$ cat src/include/crds_regs.vh
// Purpose: Constants for the configuration RAM and driver datagram sequencer.
// Assumes: 32-bit classic Wishbone, byte addresses, 20 MHz clock.
// Notes:   Definitions only.
`ifndef CRDS_REGS_VH
`define CRDS_REGS_VH

// Register byte offsets
`define CRDS_OFS_DGRAM   8'h00
`define CRDS_OFS_CTRL    8'h04
`define CRDS_OFS_TOL     8'h08
`define CRDS_OFS_LATCH   8'h0C
`define CRDS_OFS_STATUS  8'h10

// Register index carried in a register-space datagram
`define CRDS_IDX_CTRL    4'h1
`define CRDS_IDX_TOL     4'h2
`define CRDS_IDX_LATCH   4'h3
`define CRDS_IDX_STATUS  4'h4

// Host datagram fields
`define CRDS_DG_RRS      31
`define CRDS_DG_HALF     30
`define CRDS_DG_ADR_HI   30
`define CRDS_DG_ADR_LO   25
`define CRDS_DG_RW       24

// Control register fields
`define CRDS_CTRL_LAST_HI  1
`define CRDS_CTRL_LAST_LO  0
`define CRDS_CTRL_STOP_EN  2
`define CRDS_CTRL_START    3

// Configuration word fields
`define CRDS_W_FLAG      5

// Sizes and reset values
`define CRDS_CELLS       128
`define CRDS_SIG_PER_MOT 20
`define CRDS_LAST_WORD   6'h3F
`define CRDS_TBL_BASE    7'h40
`define CRDS_CTRL_RST    4'h0
`define CRDS_TOL_RST     24'h000000

// Driver link half-period in clocks minus one
`define CRDS_SCK_DIV     8'h0F

`endif

$ cat src/design/crds_wave.v
// Purpose: Maps a microstep phase onto quarter-table index and polarity, both coils.
// Assumes: 256 phase steps per electrical period, 64 table entries per quarter.
// Notes:   Purely combinational; coil B leads coil A by a quarter period.
`timescale 1ns/100ps
module crds_wave (
	// Phase of one motor
	input  wire [7:0] phase_i,
	// Table index and polarity per coil
	output wire [5:0] idx_a_o,
	output wire       neg_a_o,
	output wire [5:0] idx_b_o,
	output wire       neg_b_o
);
	wire [7:0] phase_b;

	assign phase_b = phase_i + 8'h40;

	assign idx_a_o = phase_i[6] ? ~phase_i[5:0] : phase_i[5:0];
	assign idx_b_o = phase_b[6] ? ~phase_b[5:0] : phase_b[5:0];
	assign neg_a_o = phase_i[7];
	assign neg_b_o = phase_b[7];
endmodule // crds_wave

$ cat src/design/crds_top.v
// Purpose: Configuration RAM, host datagram access, driver chain sequencing, reference latch and stop.
// Assumes: Classic Wishbone slave; ref_i is an asynchronous pin; pos_i and motion inputs share clk_i.
// Notes:   Config writes during a chain transmission are held and applied once it ends.
//
// Implementation choices: the placing of the registers and the Wishbone interface to the registers.
`timescale 1ns/100ps
`include "crds_regs.vh"

// Behaviour
// - 128 cells of 6 bits, 64 pairs
// - datagram data 24 bits, 12 used
// - datagram bit 31 picks registers or RAM
// - bit 30 splits RAM into halves
// - lower half holds flag plus code words
// - fetch words in order from address zero
// - code selects one signal of current motor
// - set flag increments driver counter
// - flag at last driver ends, counter cleared
// - upper half holds quarter wave table
// - one table shared by all motors
// - expand quarter to full and shifted wave
// - tolerance window suppresses automatic switch stop
// - write to latch register re-arms latch
// - switch edge captures position when armed
// - stop enabled halts motor at switch
// - transmission starts driver zero, word zero
// - snapshot primary signals before sending
module crds_top (
	// Clock and reset
	input  wire        clk_i,
	input  wire        rst_i,
	// Wishbone slave
	input  wire        wb_cyc_i,
	input  wire        wb_stb_i,
	input  wire        wb_we_i,
	input  wire [7:0]  wb_adr_i,
	input  wire [3:0]  wb_sel_i,
	input  wire [31:0] wb_dat_i,
	output reg  [31:0] wb_dat_o,
	output reg         wb_ack_o,
	// Microstep unit signals, three motors
	input  wire [23:0] phase_i,
	input  wire [2:0]  fd_a_i,
	input  wire [2:0]  fd_b_i,
	input  wire [2:0]  dir_i,
	input  wire [2:0]  step_i,
	input  wire        tx_req_i,
	// Reference switch and position of the searched axis
	input  wire        ref_i,
	input  wire [23:0] pos_i,
	output reg         stop_o,
	// Driver chain link
	output reg         sck_o,
	output reg         sdo_o,
	output reg         cs_n_o,
	output reg         busy_o
);
	localparam ST_IDLE = 3'd0;
	localparam ST_CSLO = 3'd1;
	localparam ST_BLO  = 3'd2;
	localparam ST_BHI  = 3'd3;
	localparam ST_DONE = 3'd4;

	reg [5:0] ram_q [0:`CRDS_CELLS-1];

	reg [3:0]  ctrl_q;
	reg [23:0] tol_q;
	reg [23:0] latch_q;
	reg        armed_q;
	reg        valid_q;
	reg [31:0] reply_q;
	reg        pend_q;
	reg [5:0]  pend_adr_q;
	reg [11:0] pend_dat_q;
	reg        start_pend_q;
	reg [2:0]  st_q;
	reg [7:0]  div_q;
	reg [5:0]  ptr_q;
	reg [1:0]  mot_q;
	reg [59:0] snap_q;
	reg        ref_m_q;
	reg        ref_s_q;
	reg        ref_d_q;
	reg [59:0] snap_d;
	integer    m;

	wire [5:0]  idx_a [0:2];
	wire [5:0]  idx_b [0:2];
	wire [2:0]  neg_a;
	wire [2:0]  neg_b;

	wire        req     = wb_cyc_i & wb_stb_i & ~wb_ack_o;
	wire        is_dg   = (wb_adr_i == `CRDS_OFS_DGRAM);
	wire        stall   = is_dg & pend_q;
	wire        take    = req & ~stall;
	wire        wr      = take & wb_we_i & (wb_sel_i == 4'hF);
	wire        dg_go   = wr & is_dg;
	wire        dg_ram  = wb_dat_i[`CRDS_DG_RRS];
	wire        dg_rd   = wb_dat_i[`CRDS_DG_RW];
	wire [5:0]  dg_adr  = wb_dat_i[`CRDS_DG_ADR_HI:`CRDS_DG_ADR_LO];
	wire [3:0]  dg_idx  = wb_dat_i[`CRDS_DG_ADR_LO+3:`CRDS_DG_ADR_LO];
	wire        dg_regw = dg_go & ~dg_ram & ~dg_rd;
	wire        busy    = (st_q != ST_IDLE);
	wire        tick    = (div_q == 8'h00);
	wire [5:0]  word_c  = ram_q[{1'b0, ptr_q}];
	wire        flag    = word_c[`CRDS_W_FLAG];
	wire        edge_ev = ref_s_q ^ ref_d_q;
	wire [1:0]  last    = ctrl_q[`CRDS_CTRL_LAST_HI:`CRDS_CTRL_LAST_LO];

	wire wr_ctrl  = (wr & (wb_adr_i == `CRDS_OFS_CTRL))  | (dg_regw & (dg_idx == `CRDS_IDX_CTRL));
	wire wr_tol   = (wr & (wb_adr_i == `CRDS_OFS_TOL))   | (dg_regw & (dg_idx == `CRDS_IDX_TOL));
	wire wr_latch = (wr & (wb_adr_i == `CRDS_OFS_LATCH)) | (dg_regw & (dg_idx == `CRDS_IDX_LATCH));
	wire [31:0] wr_val = is_dg ? {8'h00, wb_dat_i[23:0]} : wb_dat_i;

	function sel_bit;
		input [59:0] sig;
		input [4:0]  code;
		input [1:0]  mot;
		begin
			if (code < 5'd20 && mot != 2'd3)
				sel_bit = sig[mot * `CRDS_SIG_PER_MOT + code];
			else
				sel_bit = 1'b0;
		end
	endfunction

	function [23:0] abs24;
		input [23:0] v;
		begin
			abs24 = v[23] ? (~v + 24'h000001) : v;
		end
	endfunction

	function [31:0] reg_rd;
		input [3:0] idx;
		begin
			case (idx)
				`CRDS_IDX_CTRL:   reg_rd = {29'h0, ctrl_q[2:0]};
				`CRDS_IDX_TOL:    reg_rd = {8'h00, tol_q};
				`CRDS_IDX_LATCH:  reg_rd = {8'h00, latch_q};
				`CRDS_IDX_STATUS: reg_rd = {26'h0, pend_q, stop_o, ref_s_q, valid_q, armed_q, busy};
				default:          reg_rd = 32'h00000000;
			endcase
		end
	endfunction

	genvar g;
	generate
		for (g = 0; g < 3; g = g + 1) begin : g_wave
			crds_wave u_wave (
				.phase_i (phase_i[g*8+7:g*8]),
				.idx_a_o (idx_a[g]),
				.neg_a_o (neg_a[g]),
				.idx_b_o (idx_b[g]),
				.neg_b_o (neg_b[g])
			);
		end
	endgenerate

	// upper half table into the signal set
	always @* begin
		snap_d = 60'h0;
		for (m = 0; m < 3; m = m + 1) begin
			snap_d[m*20 +: 6]  = ram_q[`CRDS_TBL_BASE + {1'b0, idx_a[m]}];
			snap_d[m*20 + 6]   = neg_a[m];
			snap_d[m*20 + 7]   = fd_a_i[m];
			snap_d[m*20 + 8 +: 6] = ram_q[`CRDS_TBL_BASE + {1'b0, idx_b[m]}];
			snap_d[m*20 + 14]  = neg_b[m];
			snap_d[m*20 + 15]  = fd_b_i[m];
			snap_d[m*20 + 16]  = 1'b0;
			snap_d[m*20 + 17]  = 1'b1;
			snap_d[m*20 + 18]  = dir_i[m];
			snap_d[m*20 + 19]  = step_i[m];
		end
	end

	// Bus answer and datagram execution
	always @(posedge clk_i) begin
		if (rst_i) begin
			wb_ack_o   <= 1'b0;
			wb_dat_o   <= 32'h00000000;
			reply_q    <= 32'h00000000;
			ctrl_q     <= `CRDS_CTRL_RST;
			tol_q      <= `CRDS_TOL_RST;
			pend_q     <= 1'b0;
			pend_adr_q <= 6'h00;
			pend_dat_q <= 12'h000;
		end else begin
			wb_ack_o <= take;
			if (take & ~wb_we_i) begin
				if (is_dg)
					wb_dat_o <= reply_q;
				else if (wb_adr_i[7:6] == 2'b00 && wb_adr_i[1:0] == 2'b00)
					wb_dat_o <= reg_rd(wb_adr_i[5:2]);
				else
					wb_dat_o <= 32'h00000000;
			end
			if (wr_ctrl)
				ctrl_q <= {1'b0, wr_val[2:0]};
			if (wr_tol)
				tol_q <= wr_val[23:0];
			if (dg_go) begin
				if (!dg_ram)
					reply_q <= dg_rd ? reg_rd(dg_idx) : 32'h00000000;
				else if (dg_rd)
					// two words in low twelve bits
					reply_q <= {20'h00000, ram_q[{dg_adr, 1'b1}], ram_q[{dg_adr, 1'b0}]};
				else
					reply_q <= 32'h00000000;
			end
			if (dg_go & dg_ram & ~dg_rd & ~wb_dat_i[`CRDS_DG_HALF] & busy) begin
				pend_q     <= 1'b1;
				pend_adr_q <= dg_adr;
				pend_dat_q <= wb_dat_i[11:0];
			end else if (pend_q & ~busy) begin
				pend_q <= 1'b0;
			end
		end
	end

	// RAM writes: immediate, or deferred for the config half
	always @(posedge clk_i) begin
		if (dg_go & dg_ram & ~dg_rd & ~(~wb_dat_i[`CRDS_DG_HALF] & busy)) begin
			ram_q[{dg_adr, 1'b0}] <= wb_dat_i[5:0];
			ram_q[{dg_adr, 1'b1}] <= wb_dat_i[11:6];
		end else if (pend_q & ~busy) begin
			ram_q[{pend_adr_q, 1'b0}] <= pend_dat_q[5:0];
			ram_q[{pend_adr_q, 1'b1}] <= pend_dat_q[11:6];
		end
	end

	// Reference switch, latch and stop
	always @(posedge clk_i) begin
		if (rst_i) begin
			ref_m_q <= 1'b0;
			ref_s_q <= 1'b0;
			ref_d_q <= 1'b0;
			armed_q <= 1'b0;
			valid_q <= 1'b0;
			latch_q <= 24'h000000;
			stop_o  <= 1'b0;
		end else begin
			ref_m_q <= ref_i;
			ref_s_q <= ref_m_q;
			ref_d_q <= ref_s_q;
			// capture wins over a same-cycle re-arm
			if (edge_ev & armed_q) begin
				latch_q <= pos_i;
				armed_q <= 1'b0;
				valid_q <= 1'b1;
			end else if (wr_latch) begin
				armed_q <= 1'b1;
				valid_q <= 1'b0;
			end
			stop_o <= ctrl_q[`CRDS_CTRL_STOP_EN] & ref_s_q &
			          ~((tol_q != 24'h000000) & valid_q & (abs24(pos_i - latch_q) <= tol_q));
		end
	end

	// Driver chain sequencer
	always @(posedge clk_i) begin
		if (rst_i) begin
			st_q         <= ST_IDLE;
			div_q        <= `CRDS_SCK_DIV;
			ptr_q        <= 6'h00;
			mot_q        <= 2'b00;
			snap_q       <= 60'h0;
			start_pend_q <= 1'b0;
			sck_o        <= 1'b0;
			sdo_o        <= 1'b0;
			cs_n_o       <= 1'b1;
			busy_o       <= 1'b0;
		end else begin
			div_q  <= (tick | ~busy) ? `CRDS_SCK_DIV : div_q - 8'h01;
			busy_o <= busy ? ~((st_q == ST_DONE) & tick) : (start_pend_q & ~pend_q);
			if (tx_req_i | (wr_ctrl & wr_val[`CRDS_CTRL_START]))
				start_pend_q <= 1'b1;
			else if (st_q == ST_IDLE && !pend_q)
				start_pend_q <= 1'b0;
			case (st_q)
				ST_IDLE: begin
					if (start_pend_q & ~pend_q) begin
						snap_q <= snap_d;
						// begin at driver zero, word zero
						ptr_q  <= 6'h00;
						mot_q  <= 2'b00;
						cs_n_o <= 1'b0;
						st_q   <= ST_CSLO;
					end
				end
				ST_CSLO: begin
					if (tick)
						st_q <= ST_BLO;
				end
				ST_BLO: begin
					sck_o <= 1'b0;
					// code picks one bit of current motor
					sdo_o <= sel_bit(snap_q, word_c[4:0], mot_q);
					if (tick)
						st_q <= ST_BHI;
				end
				ST_BHI: begin
					sck_o <= 1'b1;
					if (tick) begin
						if (flag && mot_q == last) begin
							mot_q <= 2'b00;
							st_q  <= ST_DONE;
						end else if (ptr_q == `CRDS_LAST_WORD) begin
							st_q <= ST_DONE;
						end else begin
							if (flag)
								mot_q <= mot_q + 2'b01;
							ptr_q <= ptr_q + 6'h01;
							st_q  <= ST_BLO;
						end
					end
				end
				ST_DONE: begin
					sck_o  <= 1'b0;
					cs_n_o <= 1'b1;
					if (tick)
						st_q <= ST_IDLE;
				end
				default: st_q <= ST_IDLE;
			endcase
		end
	end
endmodule // crds_top

$ cat config.mk
export PLATFORM = sky130hd
export DESIGN_NAME = crds_top
export DESIGN_NICKNAME = d
export VERILOG_FILES = /design/src/design/crds_wave.v /design/src/design/crds_top.v
export VERILOG_INCLUDE_DIRS = /design/src /design/src/include
export SDC_FILE = /design/constraint.sdc
export NUM_CORES = 2
export LEC_CHECK = 0
export BUFFER_PORTS_ARGS = -buffer_cell sky130_fd_sc_hd__buf_4
export CAP_MARGIN = 0
export CORE_MARGIN = 3
export CORE_UTILIZATION = 45
export CTS_CLUSTER_DIAMETER = 30
export DETAILED_ROUTE_END_ITERATION = 8
export PLACE_DENSITY_LB_ADDON = 0.25
export RECOVER_POWER = 50
export SYNTH_ARGS = -nofsm -noshare
export SYNTH_HDL_FRONTEND = slang
export SYNTH_SLANG_ARGS = --single-unit
$ cat constraint.sdc
create_clock -name clk_i -period 18.4 [get_ports clk_i]
set_clock_uncertainty 0.2 [all_clocks]
set_input_delay 3.68 -clock clk_i [delete_from_list [all_inputs] [get_ports clk_i]]
set_output_delay 3.68 -clock clk_i [all_outputs]
set_load 0.05 [all_outputs]
==> flow_summary.json <==
{
  "post-cts-setup-buffers": 0,
  "synth_top_area_cell": "mux4_2",
  "relSlewSlack_pct": -260,
  "hpwl_um": 129000,
  "antenna_found_initial": 11,
  "avgRoutedWirePerCell_um": 34.1,
  "crit_required_ns": 18.70,
  "syn_area_per_cell_sq_um": 16.0,
  "placed_cell_area_sq_mm": 0.0653,
  "yosys-top-cells-area": "mux4_2 40%, edfxtp_1 37%, dfxtp_1 6.8%, nand2_1 1.8%, nor2_1 1.6%",
  "setup_ws_ns": 7.87,
  "drc_errors": 0,
  "coreArea_sq_mm": 0.136,
  "hold_class": "reg2reg",
  "chipWidth_um": 378,
  "cts_buffers": 205,
  "synth_cells": 3890,
  "grt_pass1_vias": 41400,
  "hold_viol": 0,
  "tightest_slew_ns": 5.41,
  "clockBufferDepth": 3,
  "synthSimpleGateAreaFrac_pct": 5.17,
  "reg2reg_slack_ns": 12.12,
  "status": "finished with violations",
  "place_ws_ns": 9.57,
  "violations": "max-capacitance violations, max-slew violations",
  "finalSetupViolCount": 0,
  "cts_hold_buf": 0,
  "p_total_mw": 7.32,
  "ctsResizeCount": 0,
  "vias": 42700,
  "period_share_pct": 57.3,
  "cts_sinks": 978,
  "drt_iter0_drc": 6205,
  "final_cell_mix": "1116 x mux4_2, 768 x edfxtp_1, 302 x nand2_1, 265 x nor2_1, 213 x clkbuf_16",
  "globalRoute.totalOverflow": 0,
  "crit_path_frequent_cell": "clkbuf_1",
  "mostFrequentLayoutCell": "mux4_2",
  "final_cells": 5961,
  "ioPinCount": 149,
  "slowest_stage": "clkbuf_1",
  "synth_flop_cell": "edfxtp_1",
  "synth.area.mux_share_pct": 41.5,
  "rsz0062_at_grt": "false",
  "holdWs_ns": 0.200,
  "cap_violations": 14,
  "track_usage_pct": 28.6,
  "yosysWarnings": 0,
  "drive_above_1_share_pct": 41.3,
  "cpPeakStageDelay_ns": 3.72,
  "place_inst": 5572,
  "worstPathArrival_ns": 10.83,
  "crit_type": "in2reg",
  "die-height_um": 378,
  "synth_top_cell_area_share_pct": 40.4,
  "cellLeakagePower_nw": 22.9,
  "synth_area_sq_mm": 0.0622,
  "drt_pass1_iterations": 8,
  "start_util_pct": 45.6,
  "synth_xor_area_share_pct": 1.08,
  "peakVddDrop_uv": 87.1,
  "port-buffer-count": 140,
  "seq_area_frac_synth_pct": 43.8,
  "fin_area_sq_mm": 0.0724,
  "crit_start": "rst_i",
  "clk_pin_slew_worst_paths_ns": 0.05,
  "cp.depth": 3,
  "wl_um": 203000,
  "worst-r2r-cell-count": 13,
  "slew_viol_final": 982,
  "path_cells": "clkbuf_1 > clkbuf_1 > nor3_1",
  "synth_top_family_by_area": "multiplexers",
  "vias_per_cell": 7.16,
  "synth_edf_count": 768,
  "cts_max_level": 4,
  "p_per_area_mw_per_mm2": 101,
  "max_freq_mhz": 94.9,
  "ys_ff_latch": 978,
  "yosysUniqueCellTypes": 83,
  "die_area_sq_mm": 0.143,
  "ant_nets": 0,
  "crit_family": "buffers and inverters",
  "place_congestion": 0.937,
  "nNetsFinal": 4165,
  "final_core_util_pct": 53.1,
  "crit_buf_inv": 2,
  "ys_async_sr_fraction_pct": 0,
  "grt_max_degree": 115,
  "critPathCaptureType": "register",
  "worstSkewPairLatency_ns": 0.83,
  "endpoint": "ptr_q[5]",
  "synthAdderAreaFrac_pct": 1.15,
  "tritoncts": "done",
  "layout_min_cycle_time_ns": 10.53,
  "crit_path_start_kind": "primary input",
  "clock_tree.root_cell": "clkbuf_16",
  "finalSetupTns_ns": 0,
  "path_max_fanout": 114,
  "r2r-end": "sdo_o",
  "grt_first_pass_wirelength_um": 296000,
  "synth-compound-area-share_pct": 4.42,
  "syn_to_final_growth_pct": 16.3,
  "rows": 135
}
power breakdown:
| group | internal [mW] | switching, mW |
|---|---|---|
| sequential | 2.40 | 0.00774 |
| combinational | 0.498 | 0.598 |
| clock | 2.51 | 1.30 |
| total | 5.41 | 1.91 |
Yosys cell counts, types with 5 or more instances:
library cell  number
a21o_1            18
inv_1             69
a31oi_1            5
mux2_2             9
dfxtp_1          210
buf_2             46
edfxtp_1         768
xor2_1            30
nand2b_1          12
mux4_2          1116
o31ai_1            6
a32oi_1            6
o22ai_1           12
nor3_1            25
a22oi_1           51
a211oi_1          26
buf_4             12
a221oi_1           9
o21ai_0           29
and2_1             7
nand2_1          305
and3_1            12
ha_1              54
clkbuf_1         204
a21oi_1          197
nor4_1            14
mux2i_1           58
o21a_1            16
nand4_1           13
nand3_1           22
buf_1             80
or3_1             13
nor2_1           267
buf_6              5
nand3b_1          10
xnor2_1           47
o211ai_1          13
nor2b_1           24
registers in the layout (all words and copies together) (netlist names), 8 cells and up, named ones only:
register    count
wb_dat_o       24
ram_q         768
latch_q        24
div_q           8
pend_dat_q     12
tol_q          24
snap_q         55
reply_q        24
metal layers:
layer  global-route usage (%)  part of all wire [%]  up-vias
met5                        0                 0.035        -
met2                     42.6                    46     3185
met4                     11.9                   4.6       10
met3                     9.88                    14      474
met1                     38.5                    36    22200
li1                         -                     -    16800
area by class of cell:
cell class	count	area, sq um
Sequential cell	978	27300
Clock inverter	146	1770
Fill cell	10900	64000
Tap cell	1781	2230
Multi-Input combinational cell	2499	33500
Timing Repair Buffer	245	1740
Clock buffer	239	5530
Antenna cell	4	10.0
Inverter	69	259
kinds of logic after synthesis:
kind of cell             count (synthesis)
AND/OR/NAND/NOR                        744
other                                    1
adder cells (fa/ha/maj)                 56
buffers and inverters                  420
flip-flops                             978
XOR/XNOR                                77
AO/OA/AOI/OAI                          430
multiplexers                          1184
worst min-delay path by stage:
| stage | from | to | slack [ns] | depth (start not counted) |
|---|---|---|---|---|
| global placement | div_q[0] | div_q[0] | 0.18 | 1 |
| CTS | div_q[0] | div_q[0] | 0.20 | 1 |
| detailed placement | div_q[0] | div_q[0] | 0.19 | 1 |
| finish | div_q[0] | div_q[0] | 0.20 | 1 |
| floorplan | div_q[0] | div_q[0] | 0.17 | 1 |
| global route | div_q[0] | div_q[0] | 0.22 | 1 |
No activity file was read; power rests on OpenSTA's default activity.
